## src/hw/pmu_regs_params.svh

```systemverilog
// register offsets, field positions, reset values and timing counts of the pmu register bank
// Notes on behaviour
// - reset time-out is 65 ms when the timer select bit is 1, else 260 ms
// - supply below threshold: interrupt if response bit is 1, else automatic shutdown
// - supply monitor interrupt is masked after reset; writing 1 unmasks it
// - read-only status bit is 1 while supply is below the threshold
// - four-bit read/write threshold field selects the supply monitor level
// - writing 1 to the hold enable enters low-power hold, 0 wakes
// - pushbutton assertion clears the hold enable bit by itself
// - two scratch bits, read/write, no function, cleared at undervoltage lockout
// - hold-ready flag is set by software before hold, read on wake
// - every register bit returns to default at undervoltage lockout
// - regulator enable bit 1 enables the first step-down regulator
// - phase bit 1 runs switching 180 degrees out of phase
// - mode bit 1 forces PWM at all loads, 0 allows light-load power saving
// - three-bit read/write turn-on delay field used during sequencing
// - regulator fault interrupts pass only while the fault enable bit is 1
// - read-only power-good bit is 1 while the output is above threshold
// - six-bit voltage select field; upper two bits reserved and read-only
`ifndef PMU_REGS_PARAMS_SVH
`define PMU_REGS_PARAMS_SVH

// ----------------------------------------------------------------
// offsets
// ----------------------------------------------------------------
`define OFS_SYSTEM_CONTROL 8'h00
`define OFS_SYSTEM_SLEEP_FLAGS 8'h01
`define OFS_BUCK1_VOLTAGE_SELECT 8'h20
`define OFS_BUCK1_RESERVED 8'h21
`define OFS_BUCK1_CONTROL 8'h22
`define OFS_LDO6_CONTROL 8'h61
`define OFS_LDO7_VOLTAGE_SELECT 8'h64
`define OFS_LDO7_CONTROL 8'h65
`define OFS_CHARGER_RESERVED 8'h70
`define OFS_CHARGER_TIMER_CONFIG 8'h71
`define OFS_CHARGER_EVENT_STATUS 8'h78
`define OFS_CHARGER_INTERRUPT_CONTROL 8'h79
`define OFS_CHARGER_STATE 8'h7A

// ----------------------------------------------------------------
// fields
// ----------------------------------------------------------------
`define BIT_RESET_TIMER_SELECT 7
`define BIT_SUPPLY_MONITOR_RESPONSE 6
`define BIT_SUPPLY_MONITOR_IRQ_UNMASK 5
`define BIT_SUPPLY_BELOW_THRESHOLD 4
`define BIT_LOW_POWER_HOLD_ENABLE 5
`define BIT_HOLD_READY_FLAG 1
`define BIT_SHUTDOWN_REQUEST_FLAG 0
`define BIT_REG_ON 7
`define BIT_REG_PHASE 6
`define BIT_REG_MODE 5
`define BIT_FAULT_IRQ_ENABLE 1
`define BIT_POWER_GOOD 0

// ----------------------------------------------------------------
// reset values (status bits read live, stored as zero)
// ----------------------------------------------------------------
`define RST_SYSTEM_CONTROL 8'h47
`define RST_SYSTEM_SLEEP_FLAGS 8'h00
`define RST_BUCK1_VOLTAGE_SELECT 8'h24
`define RST_BUCK1_RESERVED 8'h24
`define RST_BUCK1_CONTROL 8'h0C
`define RST_LDO6_CONTROL 8'h40
`define RST_LDO7_VOLTAGE_SELECT 8'h39
`define RST_LDO7_CONTROL 8'h40
`define RST_CHARGER_RESERVED 8'h50
`define RST_CHARGER_TIMER_CONFIG 8'h28
`define RST_CHARGER_EVENT_STATUS 8'h00
`define RST_CHARGER_INTERRUPT_CONTROL 8'h00

// ----------------------------------------------------------------
// timing
// ----------------------------------------------------------------
`define CLK_FREQ_HZ 25000000
`define RESET_TIMEOUT_SHORT_MS 65
`define RESET_TIMEOUT_LONG_MS 260
`define TURN_ON_DELAY_UNIT_CYC 25000
`define RESET_TIMEOUT_SHORT_CYC (`RESET_TIMEOUT_SHORT_MS * (`CLK_FREQ_HZ / 1000))
`define RESET_TIMEOUT_LONG_CYC (`RESET_TIMEOUT_LONG_MS * (`CLK_FREQ_HZ / 1000))

`endif

```

## src/hw/pmu_regs_pkg.sv

```systemverilog
// types shared by the pmu register bank
package pmu_regs_pkg;
  typedef enum logic [1:0] {SEQ_OFF, SEQ_DELAY, SEQ_ON, SEQ_HOLD} regSeq_e;
endpackage : pmu_regs_pkg

```

## src/hw/pmu_sync3.sv

```systemverilog
// three-stage synchroniser with agreement filter for asynchronous pins
`timescale 1ns/10ps
module pmu_sync3 #(
  parameter logic RESET_VALUE = 1'b0
) (
  input wire logic clk, // system clock
  input wire logic rst_n, // asynchronous reset, active low
  input wire logic din, // asynchronous pin
  output logic dout // filtered level
);
  logic s1;
  logic s2;
  logic s3;

  always_ff @(posedge clk or negedge rst_n) begin
    if (!rst_n) begin
      s1 <= RESET_VALUE;
      s2 <= RESET_VALUE;
      s3 <= RESET_VALUE;
    end else begin
      s1 <= din;
      s2 <= s1;
      s3 <= s2;
    end
  end

  // level moves only once the last two stages agree
  always_ff @(posedge clk or negedge rst_n) begin
    if (!rst_n) begin
      dout <= RESET_VALUE;
    end else if (s2 == s3) begin
      dout <= s3;
    end
  end
endmodule : pmu_sync3

```

## src/hw/pmu_system_and_regulator_control_regs.sv

```systemverilog
// system supervision and first step-down regulator control register bank
`timescale 1ns/10ps
`include "pmu_regs_params.svh"
module pmu_system_and_regulator_control_regs
  import pmu_regs_pkg::*;
#(
  parameter int RESET_SHORT_CYCLES = `RESET_TIMEOUT_SHORT_CYC,
  parameter int RESET_LONG_CYCLES = `RESET_TIMEOUT_LONG_CYC,
  parameter int DELAY_UNIT_CYCLES = `TURN_ON_DELAY_UNIT_CYC
) (
  input wire logic clk, // 25 MHz system clock
  input wire logic rst_n, // undervoltage lockout reset, active low
  input wire logic regWrite, // register write strobe from serial slave
  input wire logic regRead, // register read strobe from serial slave
  input wire logic [7:0] regAddr, // register address
  input wire logic [7:0] regWdata, // write data
  output logic [7:0] regRdata, // read data, registered
  output logic regAck, // access taken, one cycle
  input wire logic supplyBelowLevel, // comparator: system supply below threshold (pin)
  input wire logic regulatorPowerGood, // comparator: buck1 output above power-good (pin)
  input wire logic pushbuttonInput, // pushbutton asserted, active high (pin)
  input wire logic resetRequest, // start of reset time-out from sequencer
  output logic resetOutputPin_n, // reset output, low during time-out
  output logic [3:0] supplyThresholdSelect, // to supply comparator
  output logic systemShutdown, // automatic shutdown request
  output logic lowPowerHold, // device in low-power hold
  output logic regulatorEnable, // buck1 enable after turn-on delay
  output logic regulatorPhase, // 1: 180 degrees out of phase
  output logic regulatorForcePwm, // 1: fixed-frequency pwm at all loads
  output logic [5:0] outputVoltageSelect, // buck1 voltage code
  output logic irq_n // interrupt output, active low
);
  // ----------------------------------------------------------------
  // registers
  // ----------------------------------------------------------------
  logic [7:0] systemControl;
  logic [7:0] systemSleepFlags;
  logic [7:0] buck1VoltageSelect;
  logic [7:0] buck1Control;
  logic supplyLow;
  logic powerGood;
  logic pushbutton;
  logic powerGoodLast;
  logic resetActive;
  logic [31:0] resetCount;
  logic [31:0] delayCount;
  regSeq_e seqState;
  logic [7:0] ldo6Control;
  logic [7:0] ldo7VoltageSelect;
  logic [7:0] ldo7Control;
  logic [7:0] chargerTimerConfig;
  logic [7:0] chargerEventStatus;
  logic [7:0] chargerIrqControl;

  pmu_sync3 #(.RESET_VALUE(1'b0)) syncSupply (
    .clk(clk),
    .rst_n(rst_n),
    .din(supplyBelowLevel),
    .dout(supplyLow)
  );
  pmu_sync3 #(.RESET_VALUE(1'b0)) syncPowerGood (
    .clk(clk),
    .rst_n(rst_n),
    .din(regulatorPowerGood),
    .dout(powerGood)
  );
  pmu_sync3 #(.RESET_VALUE(1'b0)) syncButton (
    .clk(clk),
    .rst_n(rst_n),
    .din(pushbuttonInput),
    .dout(pushbutton)
  );

  logic wrSys;
  logic wrSleep;
  logic wrVsel;
  logic wrCtrl;
  assign wrSys = regWrite && (regAddr == `OFS_SYSTEM_CONTROL);
  assign wrSleep = regWrite && (regAddr == `OFS_SYSTEM_SLEEP_FLAGS);
  assign wrVsel = regWrite && (regAddr == `OFS_BUCK1_VOLTAGE_SELECT);
  assign wrCtrl = regWrite && (regAddr == `OFS_BUCK1_CONTROL);

  // ----------------------------------------------------------------
  // system control
  // ----------------------------------------------------------------
  // status bit 4 is not stored; it is merged live on read
  always_ff @(posedge clk or negedge rst_n) begin
    if (!rst_n) begin
      systemControl <= `RST_SYSTEM_CONTROL;
    end else if (wrSys) begin
      systemControl <= regWdata & 8'hEF;
    end
  end

  // ----------------------------------------------------------------
  // sleep flags
  // ----------------------------------------------------------------
  always_ff @(posedge clk or negedge rst_n) begin
    if (!rst_n) begin
      systemSleepFlags <= `RST_SYSTEM_SLEEP_FLAGS;
    end else begin
      if (wrSleep) begin
        systemSleepFlags <= regWdata;
      end
      // the button wins over a simultaneous write of 1
      if (pushbutton) begin
        systemSleepFlags[`BIT_LOW_POWER_HOLD_ENABLE] <= 1'b0;
      end
    end
  end

  // ----------------------------------------------------------------
  // buck1 registers
  // ----------------------------------------------------------------
  always_ff @(posedge clk or negedge rst_n) begin
    if (!rst_n) begin
      buck1VoltageSelect <= `RST_BUCK1_VOLTAGE_SELECT;
    end else if (wrVsel) begin
      buck1VoltageSelect <= {2'b00, regWdata[5:0]};
    end
  end

  always_ff @(posedge clk or negedge rst_n) begin
    if (!rst_n) begin
      buck1Control <= `RST_BUCK1_CONTROL;
    end else if (wrCtrl) begin
      buck1Control <= {regWdata[7:1], 1'b0};
    end
  end

  // ----------------------------------------------------------------
  // map rows of the other regulators and the charger
  // ----------------------------------------------------------------
  // storage only so software sees the right defaults; live status bits read zero
  always_ff @(posedge clk or negedge rst_n) begin
    if (!rst_n) begin
      ldo6Control <= `RST_LDO6_CONTROL;
      ldo7VoltageSelect <= `RST_LDO7_VOLTAGE_SELECT;
      ldo7Control <= `RST_LDO7_CONTROL;
      chargerTimerConfig <= `RST_CHARGER_TIMER_CONFIG;
      chargerEventStatus <= `RST_CHARGER_EVENT_STATUS;
      chargerIrqControl <= `RST_CHARGER_INTERRUPT_CONTROL;
    end else if (regWrite) begin
      case (regAddr)
        `OFS_LDO6_CONTROL: ldo6Control <= {regWdata[7:1], 1'b0};
        `OFS_LDO7_VOLTAGE_SELECT: ldo7VoltageSelect <= regWdata;
        `OFS_LDO7_CONTROL: ldo7Control <= {regWdata[7:1], 1'b0};
        `OFS_CHARGER_TIMER_CONFIG: chargerTimerConfig <= regWdata;
        `OFS_CHARGER_EVENT_STATUS: chargerEventStatus <= {regWdata[7:4], 4'h0};
        `OFS_CHARGER_INTERRUPT_CONTROL: chargerIrqControl <= regWdata;
        default: ;
      endcase
    end
  end

  // ----------------------------------------------------------------
  // read path
  // ----------------------------------------------------------------
  always_ff @(posedge clk or negedge rst_n) begin
    if (!rst_n) begin
      regRdata <= 8'h00;
      regAck <= 1'b0;
    end else begin
      regAck <= regRead || regWrite;
      if (regRead) begin
        case (regAddr)
          `OFS_SYSTEM_CONTROL: begin
            regRdata <= systemControl | {3'b000, supplyLow, 4'h0};
          end
          `OFS_SYSTEM_SLEEP_FLAGS: regRdata <= systemSleepFlags;
          `OFS_BUCK1_VOLTAGE_SELECT: regRdata <= buck1VoltageSelect;
          `OFS_BUCK1_RESERVED: regRdata <= `RST_BUCK1_RESERVED;
          `OFS_BUCK1_CONTROL: begin
            regRdata <= buck1Control | {7'h00, powerGood};
          end
          `OFS_LDO6_CONTROL: regRdata <= ldo6Control;
          `OFS_LDO7_VOLTAGE_SELECT: regRdata <= ldo7VoltageSelect;
          `OFS_LDO7_CONTROL: regRdata <= ldo7Control;
          `OFS_CHARGER_RESERVED: regRdata <= `RST_CHARGER_RESERVED;
          `OFS_CHARGER_TIMER_CONFIG: regRdata <= chargerTimerConfig;
          `OFS_CHARGER_EVENT_STATUS: regRdata <= chargerEventStatus;
          `OFS_CHARGER_INTERRUPT_CONTROL: regRdata <= chargerIrqControl;
          // charger state is live status of a charger that is not modelled here
          `OFS_CHARGER_STATE: regRdata <= 8'h00;
          default: regRdata <= 8'h00;
        endcase
      end
    end
  end

  // ----------------------------------------------------------------
  // supply monitor
  // ----------------------------------------------------------------
  assign supplyThresholdSelect = systemControl[3:0];

  always_ff @(posedge clk or negedge rst_n) begin
    if (!rst_n) begin
      systemShutdown <= 1'b0;
    end else if (supplyLow && !systemControl[`BIT_SUPPLY_MONITOR_RESPONSE]) begin
      systemShutdown <= 1'b1;
    end else if (!supplyLow) begin
      systemShutdown <= 1'b0;
    end
  end

  // ----------------------------------------------------------------
  // interrupt
  // ----------------------------------------------------------------
  logic supplyIrq;
  logic faultIrq;
  logic faultPending;
  assign supplyIrq = supplyLow && systemControl[`BIT_SUPPLY_MONITOR_RESPONSE]
    && systemControl[`BIT_SUPPLY_MONITOR_IRQ_UNMASK];

  // fault latches on a power-good fall of an enabled regulator; a write to the buck1 control register clears it
  always_ff @(posedge clk or negedge rst_n) begin
    if (!rst_n) begin
      powerGoodLast <= 1'b0;
      faultPending <= 1'b0;
    end else begin
      powerGoodLast <= powerGood;
      if (powerGoodLast && !powerGood && regulatorEnable) begin
        faultPending <= 1'b1;
      end else if (wrCtrl) begin
        faultPending <= 1'b0;
      end
    end
  end
  assign faultIrq = faultPending && buck1Control[`BIT_FAULT_IRQ_ENABLE];

  always_ff @(posedge clk or negedge rst_n) begin
    if (!rst_n) begin
      irq_n <= 1'b1;
    end else begin
      irq_n <= !(supplyIrq || faultIrq);
    end
  end

  // ----------------------------------------------------------------
  // reset time-out
  // ----------------------------------------------------------------
  always_ff @(posedge clk or negedge rst_n) begin
    if (!rst_n) begin
      resetActive <= 1'b1;
      resetCount <= 32'h0000_0000;
    end else if (resetRequest) begin
      resetActive <= 1'b1;
      resetCount <= 32'h0000_0000;
    end else if (resetActive) begin
      if (systemControl[`BIT_RESET_TIMER_SELECT]
          ? (resetCount >= 32'(RESET_SHORT_CYCLES - 1))
          : (resetCount >= 32'(RESET_LONG_CYCLES - 1))) begin
        resetActive <= 1'b0;
      end else begin
        resetCount <= resetCount + 32'h0000_0001;
      end
    end
  end
  assign resetOutputPin_n = !resetActive;

  // ----------------------------------------------------------------
  // regulator sequencing
  // ----------------------------------------------------------------
  assign lowPowerHold = systemSleepFlags[`BIT_LOW_POWER_HOLD_ENABLE];
  assign regulatorPhase = buck1Control[`BIT_REG_PHASE];
  assign regulatorForcePwm = buck1Control[`BIT_REG_MODE];
  assign outputVoltageSelect = buck1VoltageSelect[5:0];

  // turn-on waits DELAY field times the unit; hold drops the regulator
  always_ff @(posedge clk or negedge rst_n) begin
    if (!rst_n) begin
      seqState <= SEQ_OFF;
      delayCount <= 32'h0000_0000;
      regulatorEnable <= 1'b0;
    end else begin
      case (seqState)
        SEQ_OFF: begin
          regulatorEnable <= 1'b0;
          if (buck1Control[`BIT_REG_ON] && !lowPowerHold) begin
            seqState <= SEQ_DELAY;
            delayCount <= 32'(buck1Control[4:2]) * 32'(DELAY_UNIT_CYCLES);
          end
        end
        SEQ_DELAY: begin
          if (!buck1Control[`BIT_REG_ON]) begin
            seqState <= SEQ_OFF;
          end else if (lowPowerHold) begin
            seqState <= SEQ_HOLD;
          end else if (delayCount == 32'h0000_0000) begin
            seqState <= SEQ_ON;
            regulatorEnable <= 1'b1;
          end else begin
            delayCount <= delayCount - 32'h0000_0001;
          end
        end
        SEQ_ON: begin
          if (!buck1Control[`BIT_REG_ON]) begin
            seqState <= SEQ_OFF;
            regulatorEnable <= 1'b0;
          end else if (lowPowerHold) begin
            seqState <= SEQ_HOLD;
            regulatorEnable <= 1'b0;
          end
        end
        SEQ_HOLD: begin
          regulatorEnable <= 1'b0;
          if (!lowPowerHold) begin
            seqState <= SEQ_OFF;
          end
        end
        default: seqState <= SEQ_OFF;
      endcase
    end
  end
endmodule : pmu_system_and_regulator_control_regs

```

## config.mk

```make
export PLATFORM = sky130hd
export DESIGN_NAME = pmu_system_and_regulator_control_regs
export DESIGN_NICKNAME = d
export VERILOG_FILES = /design/src/hw/pmu_regs_pkg.sv /design/src/hw/pmu_sync3.sv /design/src/hw/pmu_system_and_regulator_control_regs.sv
export VERILOG_INCLUDE_DIRS = /design/src /design/src/hw
export SDC_FILE = /design/constraint.sdc
export NUM_CORES = 1
export LEC_CHECK = 0
export BUFFER_PORTS_ARGS = -buffer_cell sky130_fd_sc_hd__buf_2
export CORE_MARGIN = 5
export CORE_UTILIZATION = 45
export DETAILED_ROUTE_END_ITERATION = 10
export GPL_TIMING_DRIVEN = 0
export MAX_ROUTING_LAYER = met4
export SYNTH_ARGS = -nofsm -noshare
export SYNTH_HDL_FRONTEND = slang
export SYNTH_SLANG_ARGS = --single-unit
```

## constraint.sdc

```tcl
create_clock -name clk -period 3.3 [get_ports clk]
set_input_delay 0.495 -clock clk [delete_from_list [all_inputs] [get_ports clk]]
set_output_delay 0.495 -clock clk [all_outputs]
set_load 0.005 [all_outputs]
```

# After elaboration in Yosys (flattened, before gate mapping)
# Index checks and enable logic that the tools add are counted.
word_totals:
  ff_bits: 163
  latchBits: 0
  mem_bits_rw: 0
  mem_bits_ro: 0
  input_bits: 24
  out_inout_bits: 26
  elab_cells: 137
  n_memories: 0
classes:
  n_addsub: 2
  n_mul: 1
  div_mod_pow: 0
  order_cmp: 2
  n_eq_ne: 27
  shift: 0
  mux: 33
  bitwise: 2
  reduce_logical: 36
ops:
  columns: ["op", "count"]
  rows:
  - ["2-to-1 mux 32 bit", 7]
  - ["one-hot mux 8 bit (12 select lines)", 1]
  - ["one-hot mux 32 bit (2 select lines)", 1]
  - ["equality test 8 x 7 -> 1 bit (second input constant)", 7]
  - ["adder 32 x 1 -> 32 bit (second input constant)", 1]
  - ["greater-or-equal comparator 32 x 21 -> 1 bit (second input constant)", 1]
  - ["greater-or-equal comparator 32 x 23 -> 1 bit (second input constant)", 1]
  - ["logical NOT 32 bit", 1]
  - ["subtractor 32 x 1 -> 32 bit (second input constant)", 1]
  - ["equality test 8 x 6 -> 1 bit (second input constant)", 3]
  - ["inequality test 2 bit (second input constant)", 8]
  - ["multiplier 3 x 12 -> 15 bit (second input constant)", 1]
  - ["2-to-1 mux 1 bit", 14]
  - ["2-to-1 mux 2 bit", 7]
  - ["AND reduction 2 bit", 7]
  - ["logical AND 1 bit", 11]
  - ["equality test 8 x 1 -> 1 bit (second input constant)", 1]
  - ["logical NOT 8 bit", 1]
  - ["bitwise OR 8 x 1 -> 8 bit", 1]
  - ["bitwise OR 8 x 5 -> 8 bit", 1]
  - ["one-hot mux 2 bit (4 select lines)", 1]
  - ["AND reduction 4 bit", 2]
  - ["nonzero test 2 bit", 4]
  - ["2-to-1 mux 6 bit", 1]
  - ["11 further kinds", 19]

# Logic depth before layout (Yosys ltp)
# Gate-level depths: netlist of the first run.
depth:
  ltp_word: 5
  depth_mapped: 10
  ltp_nobuf: 8

# Cells and area by module
# From an unflattened synthesis of the first run, not the netlist that was laid out.
hier_totals:
  hier_cells: 766
  area_unflattened_um2: 8150.3
modules_own_cells:
  columns: ["mod", "instances", "cells_per_inst", "area_per_inst_um2", "seq_area_each_um2"]
  rows:
  - ["pmu_system_and_regulator_control_regs", 1, 751, 7816.2, 3801.1]
  - ["pmu_sync3", 3, 5, 111.4, 100.1]

# Least setup slack after synthesis of the first run
# OpenSTA, ideal clock, no wires.
synth_timing:
  path_type: "register to register"
  start: "register delayCount[4]"
  end: "register delayCount[28]"
  setup_ps: 66
  arrival_time_ps: 2557
  t_required_ps: 3234
  path_slack_ps: 677
  path_stages_with_launch: 9
  path_buffers: 2
  period_less_slack_ps: 2623
  cell_sequence: "dfrtp_1 > or3_1 > buf_6 > or3_4 > or3_1 > clkbuf_2 > or3_1 > or4_1 > nand2_1"
synth_via:
  elab_chain_len: 5
  word_cells_on_any_way: 8
  classes_between: "1 x add/sub; 1 x eq/ne; 4 x mux; 2 x reduce/logical"
synth_rtl:
  columns: ["element", "line_no", "text"]
  rows:
  - ["start, declared", "pmu_system_and_regulator_control_regs.sv:46", "logic [31:0] delayCount;"]
  - ["start signal, assigned", "pmu_system_and_regulator_control_regs.sv:281", "delayCount <= 32'(buck1Control[4:2]) * 32'(DELAY_UNIT_CYCLES);"]
  - ["start signal, assigned", "pmu_system_and_regulator_control_regs.sv:293", "delayCount <= delayCount - 32'h0000_0001;"]
  - ["subtractor 32 x 1 -> 32 bit", "pmu_system_and_regulator_control_regs.sv:293", null]
  - ["2-to-1 mux 32 bit", "pmu_system_and_regulator_control_regs.sv:289", "end else if (delayCount == 32'h0000_0000) begin"]
  - ["2-to-1 mux 32 bit", "pmu_system_and_regulator_control_regs.sv:287", "end else if (lowPowerHold) begin"]
  - ["2-to-1 mux 32 bit", "pmu_system_and_regulator_control_regs.sv:285", "if (!buck1Control[`BIT_REG_ON]) begin"]
  - ["one-hot mux 32 bit (2 select lines)", "pmu_system_and_regulator_control_regs.sv:276", "case (seqState)"]
# Parallel ways exist; a longest one is shown, timed or not. The select of a mux whose other input is x is not followed.
# A chain may end at the register's enable or synchronous reset.

# Worst setup path after layout of the first run
layout_timing:
  start: "input regAddr[0]"
  end: "register chargerIrqControl[6]"
layout_via:
  elab_chain_len: 2
layout_rtl:
  columns: ["element", "line_no", "text"]
  rows:
  - ["start, declared", "pmu_system_and_regulator_control_regs.sv:15", "input wire logic [7:0] regAddr,"]
  - ["equality test 8 x 7 -> 1 bit", "pmu_system_and_regulator_control_regs.sv:144", "case (regAddr)"]
  - ["AND reduction 2 bit (no source line)", null, null]
  - ["end signal, assigned", "pmu_system_and_regulator_control_regs.sv:142", "chargerIrqControl <= `RST_CHARGER_INTERRUPT_CONTROL;"]
  - ["end signal, assigned", "pmu_system_and_regulator_control_regs.sv:150", "`OFS_CHARGER_INTERRUPT_CONTROL: chargerIrqControl <= regWdata;"]
  - ["end, declared", "pmu_system_and_regulator_control_regs.sv:53", "logic [7:0] chargerIrqControl;"]
# Every way passes these cells.

==> results.txt, run 1 <==
Vias - 6509
worst reg2reg path depth - 7
io pins - 50
Tot GR Track Use - 20.3%
register area share after synthesis - 49.9%
post-DR wirelength/cell - 19.1 um
clk buf depth - 2
Die X - 145 um
cell accounting for the most synthesized area - dfrtp_1
IO Port Bufs - 45
total clock buffers created by CTS - 17
Layout Nets - 881
ranking of synthesized cells by area - dfrtp_1 44%, mux2_2 11%, dfstp_2 5.8%
Leakage - 4.14 nW
crit share post-route - 91.2%
Crit Path Category - input pin to register
H-tree depth - 4
CP max stage delay - 1140 ps
grt total ovfl - 0
clk_skew - 10.0 ps
Routability Congestion - 0.922
CP endpoint kind - register
Buf/Inv on CP - 2
max-cap violation count - 0
clock root cell - clkbuf_16
Crit path depth - 6
# DRC - 0
Core Area - 18000 um^2
setup slack, reg-to-reg - 310 ps
Layout area overhead - 13.9%
Post-Syn Nets - 815
Synth Instances - 779
Setup Viol. Count Final - 0
CTS clk-pin slew, worst paths - 70 ps
Die Y - 145 um
Yosys reg bits - 163
Worst-Skew Late Latency - 430 ps
DP Wirelength - 14700 um
post-CTS setup buffers - 0
synth warn - 0
Worst R2R End - delayCount[7]
Design Area, Final - 9350 um^2
RSZ-0062 raised after global routing - no
Post-Place Cell Area - 8760 um^2
final worst path period need - 3010 ps
synthesized cell area - 8210 um^2
DRT iter0 DRCs - 453
drt first pass iters - 5
CP startpoint - regAddr[0]
Peak VDD IR - 364 uV
Synth Area per Inst - 10.5 um^2
maximum number of pins on one net before global-route repair - 111
status - complete, no violations
Hold Path Class - input pin to register
CP endpoint - chargerIrqControl[6]
setup TNS - 0 ps
most frequent cell after synthesis - dfrtp_1
CTS sink cnt - 163
slew margin rel. - 9.89%
ys flop type - dfrtp_1
crit-path cells - buf_2 > clkbuf_1 > nand2b_1 > nor4_1 > nand2_1 > mux2_2
Cell Rows - 49
Synth top cells by count - 145 x dfrtp_1, 79 x mux2_2, 51 x a21oi_1, 45 x nor2_1, 43 x nand2_1
WP data arrival - 3320 ps
Worst Tran Pin Value - 1340 ps
layout cells sized above 1 - 23.8%
post-synth cell types - 70
FMAX - 332 MHz
initial antenna violation count - 0
starting density of the core - 45.7%
ant diodes - 0
cell family with most CP delay - simple AND/OR/NAND/NOR gates
die area - 21000 um^2
Post-Route WL - 20700 um
TritonCTS clock tree - built
PD cells - 544 nW/um^2
Slew Limit Fails - 0
CP max stage cell - nor4_1
via/cell ratio - 5.99
Synth top area share - 44.2%
CP Launch Type - input pin
number of synthesized flops with an enable pin - 0
reg2reg start - delayCount[14]
DRT antenna net count - 0
number of global-route vias before repair - 6503
first-pass GRT wire length - 34300 um
final hold slack - 169 ps
final hold vios - 0
Post-synth ARST share - 100%
crit-path max FO - 10
CP required - 3610 ps
==> worst reg2reg max path: stages (launching register included) <==
cell and delay, ps:
dfrtp_1 410, or4_1 610, or4b_1 550, nor4_4 490, a21oi_1 300, buf_2 290
a21oi_1 160, a21oi_1 50
==> cells by family after synthesis <==
kind of cell               Yosys count  share of synthesized area, %
and+or+nand+nor                    251                          16.8
AOI/OAI and AO/OA                  177                          13.9
DFF                                163                          49.9
muxes                               95                          12.8
buffers and inverters               71                          3.67
adders and majority gates           16                          2.32
xor gates and xnor gates             6                         0.640
==> layer usage <==
layer  part of all wire [%]  GRT usage, %  routed length [um]  vias to the layer above
met3                    6.3          4.27                1300                       22
met2                     46          29.9                9540                      205
met5                      0             -                   0                        -
li1                       -             -                   -                     3042
met4                    1.0          5.27                 214                        0
met1                     47          28.9                9670                     3240
==> worst min-delay path by stage <==
stage               cells after the start                from          endpoint
CTS                                     1  regulatorPowerGood  syncPowerGood.s1
finish                                  1  regulatorPowerGood  syncPowerGood.s1
global route                            1  regulatorPowerGood  syncPowerGood.s1
floorplan                               0               rst_n   buck1Control[1]
detailed placement                      0       syncButton.s1     syncButton.s2
global placement                        0       syncButton.s1     syncButton.s2
==> cell usage in the layout, fill, tap and decap left out, drive strengths merged, types with 7 or more instances in the layout <==
master	Yosys	final
nand3	18	18
ha	12	12
or4	14	14
nor2	45	45
and3	7	7
mux2	79	79
a21oi	51	51
a32oi	7	7
nand2b	12	12
dfstp	18	18
nand2	43	43
o21ai	40	40
inv	27	37
o22ai	15	15
nor3	16	16
or3	23	23
nand4	7	7
o31ai	9	9
buf	13	59
nor4	22	22
or2	7	7
nor2b	20	20
mux2i	16	16
clkbuf	31	48
a22oi	8	8
dfrtp	145	145
==> where the power goes <==
group          internal (mW)  switching, mW
sequential              2.16          0.135
clock                   1.01          0.932
combinational          0.327          0.523
total                   3.50           1.59
==> flip-flops by register name, summed over array words and instances (netlist names), 2 cells and up <==
register and cells:
ldo7Control 7, ldo6Control 7, seqState 2, ldo7VoltageSelect 8, buck1VoltageSelect 6, chargerIrqControl 8
delayCount 32, resetCount 32, systemControl 7, regRdata 8, chargerTimerConfig 8, buck1Control 7
systemSleepFlags 8, chargerEventStatus 4
==> timing repair <==
| item | CTS | global route |
|---|---|---|
| hold endpoints to repair | 27 | 0 |
| setup endpoints to repair | 0 | 9 |
| resized for setup | 0 | 2 |
| hold buffers | 1 | 0 |
==> cell type report <==
| cell class | count | area [um^2] |
|---|---|---|
| fill | 1615 | 8610 |
| sequential | 163 | 4100 |
| multi-input combinational | 545 | 3810 |
| clock buffer | 17 | 425 |
| tap | 229 | 287 |
| timing repair buffer | 47 | 273 |
| buffer | 44 | 201 |
| clock inverter | 15 | 155 |
| inverter | 27 | 101 |
==> per-stage QoR <==
stage | power, mW | util [%] | std cells | setup WS [ps]
6_report | 5.09 | 52.1 | 1087 | 289
5_1_grt | 5.33 | 52.1 | 1087 | 45.0
4_1_cts | 5.13 | 52.1 | 1087 | 157
3_5_place_dp | 3.18 | 48.8 | 1054 | 36.0
3_3_place_gp | 3.13 | 48.6 | 1053 | -696
2_1_floorplan | 2.90 | - | 779 | 677
Power figures use the tool's default switching activity.
==> inputs of run 2 (changes only) <==
--- a/config.mk
+++ b/config.mk
@@ -8,10 +8,11 @@
 export LEC_CHECK = 0
 export BUFFER_PORTS_ARGS = -buffer_cell sky130_fd_sc_hd__buf_2
 export CORE_MARGIN = 5
-export CORE_UTILIZATION = 45
+export CORE_UTILIZATION = 60
 export DETAILED_ROUTE_END_ITERATION = 10
 export GPL_TIMING_DRIVEN = 0
 export MAX_ROUTING_LAYER = met4
+export PLACE_DENSITY = 0.79
 export SYNTH_ARGS = -nofsm -noshare
 export SYNTH_HDL_FRONTEND = slang
 export SYNTH_SLANG_ARGS = --single-unit
==> results.txt, run 2 (synthesized netlist as in run 1, its figures left out) <==
Die X - 127 um (was 145 um)
via/cell ratio - 6.45 (was 5.99)
PD cells - 549 nW/um^2 (was 544 nW/um^2)
multi-input logic area - 3810 um^2 (unchanged)
clk_skew - 10.5 ps (was 10.0 ps)
max-cap violation count - 0 (unchanged)
Vias - 6666 (was 6509)
Core Area - 13300 um^2 (was 18000 um^2)
Hold-fix buffers, CTS - 0 (was 1)
CP required - 3610 ps (about the same)
final worst path period need - 3070 ps (was 3010 ps)
grt total ovfl - 0 (unchanged)
WP data arrival - 3390 ps (was 3320 ps)
Die Y - 127 um (was 145 um)
final hold slack - 21.1 ps (was 169 ps)
DP Wirelength - 14400 um (was 14700 um)
post-CTS setup buffers - 0 (unchanged)
post-DR wirelength/cell - 19.8 um (was 19.1 um)
ant diodes - 0 (unchanged)
CP max stage delay - 1130 ps (was 1140 ps)
Placed Cells - 1001 (was 1054)
first-pass GRT wire length - 33600 um (was 34300 um)
Leakage - 4.12 nW (was 4.14 nW)
die area - 16100 um^2 (was 21000 um^2)
crit-path max FO - 10 (unchanged)
Post-Route WL - 20500 um (was 20700 um)
worst setup margin - 227 ps (was 289 ps)
CP max stage cell - nor4_1 (unchanged)
Worst Tran Pin Value - 1340 ps (about the same)
Tot GR Track Use - 26.9% (was 20.3%)
post-CTS resize count - 0 (unchanged)
Top Registers - delayCount (32), resetCount (32) (unchanged)
starting density of the core - 61.5% (was 45.7%)
maximum number of pins on one net before global-route repair - 105 (was 111)
# DRC - 0 (unchanged)
Setup Viol. Count Final - 0 (unchanged)
number of global-route vias before repair - 6425 (was 6503)
CTS sink cnt - 163 (unchanged)
H-tree depth - 4 (unchanged)
slew margin rel. - 10.1% (was 9.89%)
Worst-Skew Late Latency - 430 ps (about the same)
Layout area overhead - 12.9% (was 13.9%)
Place WS - -106 ps (was 36.0 ps)
Crit Path Category - input pin to register (unchanged)
final hold vios - 0 (unchanged)
FMAX - 325 MHz (was 332 MHz)
total power - 5.09 mW (about the same)
RSZ-0062 raised after global routing - no (unchanged)
IO Port Bufs - 45 (unchanged)
Finished Layout Cells - 1033 (was 1087)
io pins - 50 (unchanged)
CP Launch Type - input pin (unchanged)
layout cells sized above 1 - 23.8% (about the same)
Routability Congestion - 0.965 (was 0.922)
crit share post-route - 93.1% (was 91.2%)
CTS clk-pin slew, worst paths - 60 ps (was 70 ps)
CP endpoint kind - register (unchanged)
most common cell after layout, fill and taps aside - dfrtp_1 (unchanged)
Slew Limit Fails - 0 (unchanged)
TritonCTS clock tree - built (unchanged)
Layout Nets - 880 (was 881)
total clock buffers created by CTS - 17 (unchanged)
Peak VDD IR - 387 uV (was 364 uV)
Buf/Inv on CP - 2 (unchanged)
clk buf depth - 2 (unchanged)
cell family with most CP delay - simple AND/OR/NAND/NOR gates (unchanged)
clock root cell - clkbuf_16 (unchanged)
initial antenna violation count - 0 (unchanged)
Fill cells - 1018 (was 1615)
DRT antenna net count - 0 (unchanged)
Hold Path Class - input pin to async pin (was input pin to register)
drt first pass iters - 5 (unchanged)
Cell Rows - 42 (was 49)
DRT iter0 DRCs - 747 (was 453)
status - complete, no violations (unchanged)
Register Area - 4100 um^2 (unchanged)
most frequent cells in the layout - 145 x dfrtp_1, 79 x mux2_2, 51 x a21oi_1 (unchanged)
crit-path cells - buf_2 > clkbuf_1 > nand2b_1 > nor4_1 > nand2_1 > mux2_2 (unchanged)
[run 2: cell types whose count changed in the layout (fill, tap and decap cells not counted), sizes merged]
cell and change:
bufinv +1, dlygate4sd3 -1, clkbuf +1, clkinvlp +3, inv -3, clkinv -2
[run 2: final cells by class]
| class | instances | area share, % |
|---|---|---|
| Buffer | 44 | 2.17 |
| Clock buffer | 18 | 4.74 |
| Clock inverter | 14 | 1.52 |
| Inverter | 27 | 1.09 |
| Multi-Input combinational cell | 545 | 41.1 |
| Sequential cell | 163 | 44.2 |
| Tap cell | 176 | 2.37 |
| Timing Repair Buffer | 46 | 2.79 |
[run 2: metal layers]
layer / track usage, % / vias to the layer above / part of all wire [%] / wire length (um)
met2: 39.5 / 290 / 47 / 9670
met4: 8.20 / 0 / 1.7 / 345
met3: 5.59 / 41 / 6.9 / 1410
met5: - / - / 0 / 0
met1: 38.0 / 3304 / 44 / 9040
li1: - / 3031 / - / -
[run 2: final timing paths]
check	startpoint	endpoint	slack [ps]	cells past startpoint
worst max register to register	resetCount[20]	resetCount[1]	290	9
worst min-delay path	rst_n	delayCount[17]	20	1
worst min register to register	syncPowerGood.s1	syncPowerGood.s2	350	0
min in group clk	pushbuttonInput	syncButton.s1	170	1
max in group asynchronous	rst_n	irq_n	2370	2
worst max-delay path	regAddr[0]	chargerIrqControl[2]	230	6
[run 2: power by group]
group | internal (mW) | switching, mW
combinational | 0.326 | 0.527
sequential | 2.16 | 0.138
clock | 1.08 | 0.854
[run 2: metrics by stage]
stage,instance area (um^2),TNS (ps),utilization [%]
floorplan,8210,0,-
global placement,8660,-79830,64.9
detailed placement,8690,-785,65.1
CTS,9270,0,69.5
global route,9270,0,69.5
finish,9270,0,69.5
==> inputs of run 3 (changes only) <==
--- a/config.mk
+++ b/config.mk
@@ -7,7 +7,7 @@
 export NUM_CORES = 1
 export LEC_CHECK = 0
 export BUFFER_PORTS_ARGS = -buffer_cell sky130_fd_sc_hd__buf_2
-export CORE_MARGIN = 5
+export CORE_MARGIN = 2
 export CORE_UTILIZATION = 60
 export DETAILED_ROUTE_END_ITERATION = 10
 export GPL_TIMING_DRIVEN = 0
==> results.txt, run 3 (synthesized netlist as in run 1, its figures left out) <==
CP required - 3620 ps (was 3610 ps)
Flop pwr share - 43.9% (was 45.2%)
Hold Path Class - input pin to async pin (unchanged)
Die X - 121 um (was 127 um)
RSZ-0062 raised after global routing - no (unchanged)
layout cells sized above 1 - 23.8% (unchanged)
crit-path cells - or3_1 > buf_6 > nor4_1 > nand2b_1 > a2111oi_2 > a21oi_1 > o21a_1 (was buf_2 > clkbuf_1 > nand2b_1 > nor4_1 > nand2_1 > mux2_2)
WP data arrival - 3370 ps (was 3390 ps)
cell family with most CP delay - simple AND/OR/NAND/NOR gates (unchanged)
final hold slack - 69.8 ps (was 21.1 ps)
drt first pass iters - 5 (unchanged)
via/cell ratio - 6.48 (was 6.45)
CP endpoint kind - register (unchanged)
post-CTS resize count - 0 (unchanged)
internal power - 3.70 mW (was 3.57 mW)
Setup Viol. Count Final - 0 (unchanged)
most frequent cells in the layout - 145 x dfrtp_1, 79 x mux2_2, 51 x a21oi_1 (unchanged)
most common cell after layout, fill and taps aside - dfrtp_1 (unchanged)
Worst-Skew Late Latency - 430 ps (about the same)
DRT iter0 DRCs - 678 (was 747)
Hold-fix buffers, CTS - 0 (unchanged)
Slew Limit Fails - 0 (unchanged)
Cell Rows - 42 (unchanged)
clk buf depth - 2 (unchanged)
maximum number of pins on one net before global-route repair - 93 (was 105)
CTS sink cnt - 163 (unchanged)
ant diodes - 0 (unchanged)
Layout Nets - 880 (unchanged)
IO Port Bufs - 45 (unchanged)
number of global-route vias before repair - 6501 (was 6425)
Die Y - 121 um (was 127 um)
FMAX - 328 MHz (was 325 MHz)
Peak VDD IR - 406 uV (was 387 uV)
Core Area - 13300 um^2 (about the same)
Tot GR Track Use - 29.6% (was 26.9%)
total clock buffers created by CTS - 17 (unchanged)
Vias - 6689 (was 6666)
Layout area overhead - 13.4% (was 12.9%)
post-layout util - 70.0% (was 69.5%)
Clock Power Share - 39.9% (was 38.0%)
crit-path max FO - 8 (was 10)
setup TNS - 0 ps (unchanged)
DRT antenna net count - 0 (unchanged)
Post-Place Cell Area - 8690 um^2 (unchanged)
clock root cell - clkbuf_16 (unchanged)
final worst path period need - 3050 ps (was 3070 ps)
# DRC - 0 (unchanged)
status - complete, no violations (unchanged)
slew margin rel. - 13.9% (was 10.1%)
max-cap violation count - 0 (unchanged)
Logic pwr share - 16.2% (was 16.8%)
starting density of the core - 61.8% (was 61.5%)
CP max stage delay - 780 ps (was 1130 ps)
DP Wirelength - 14100 um (was 14400 um)
Buf/Inv on CP - 1 (was 2)
Routability Congestion - 0.957 (was 0.965)
PD cells - 564 nW/um^2 (was 549 nW/um^2)
Crit Path Category - register to register (was input pin to register)
first-pass GRT wire length - 32700 um (was 33600 um)
Switch Pwr - 1.55 mW (was 1.52 mW)
post-CTS setup buffers - 0 (unchanged)
final hold vios - 0 (unchanged)
Post-Route WL - 20400 um (was 20500 um)
io pins - 50 (unchanged)
Crit path depth - 7 (was 6)
CP Launch Type - register (was input pin)
H-tree depth - 4 (unchanged)
clk_skew - 9.69 ps (was 10.5 ps)
TritonCTS clock tree - built (unchanged)
CTS clk-pin slew, worst paths - 60 ps (about the same)
Top Registers - delayCount (32), resetCount (32) (unchanged)
Worst Tran Pin Value - 1280 ps (was 1340 ps)
switching part of the total power - 29.5% (was 29.9%)
die area - 14600 um^2 (was 16100 um^2)
Design Area, Final - 9310 um^2 (was 9270 um^2)
crit share post-route - 92.5% (was 93.1%)
initial antenna violation count - 0 (unchanged)
grt total ovfl - 0 (unchanged)
CP max stage cell - a2111oi_2 (was nor4_1)
post-DR wirelength/cell - 19.7 um (was 19.8 um)
Leakage - 4.15 nW (was 4.12 nW)
worst reg2reg path depth - 7 (was 9)
run 3: worst paths after layout:
check                           startpoint          endpoint  slack [ps]
min                                  rst_n    delayCount[19]          70
max reg2reg                  delayCount[4]    delayCount[25]         250
min reg2reg                  syncSupply.s1     syncSupply.s2         360
max                          delayCount[4]    delayCount[25]         250
min in group clk           pushbuttonInput     syncButton.s1         170
max in group asynchronous            rst_n  systemControl[1]        2350
run 3: area by class of cell:
class	instances	area (um^2)
Buffer	44	201
Clock buffer	17	425
Clock inverter	15	195
Fill cell	991	3980
Inverter	27	101
Multi-Input combinational cell	545	3810
Sequential cell	163	4100
Tap cell	176	220
Timing Repair Buffer	46	259
run 3: stage by stage:
step | setup WS [ps] | total power [mW] | cells
2_1_floorplan | 677 | 2.90 | 779
3_3_place_gp | -570 | 3.11 | 1000
3_5_place_dp | 104 | 3.17 | 1001
4_1_cts | 203 | 5.24 | 1033
5_1_grt | 33.8 | 5.46 | 1033
6_report | 249 | 5.26 | 1033
run 3: metal layers:
layer / global-route usage [%] / part of all wire, % / up-vias
met4: 9.08 / 1.6 / 0
li1: - / - / 3018
met1: 40.7 / 45 / 3366
met2: 44.6 / 47 / 268
met3: 6.30 / 6.8 / 37
met5: - / 0 / -
run 3: power by group through the flow:
stage,logic (mW),clock network [mW],registers [mW]
4_1_cts,0.841,2.10,2.30
3_3_place_gp,0.794,0,2.32
2_1_floorplan,0.604,0,2.29
6_report,0.853,2.10,2.31
5_1_grt,0.944,2.19,2.33
3_5_place_dp,0.836,0,2.33
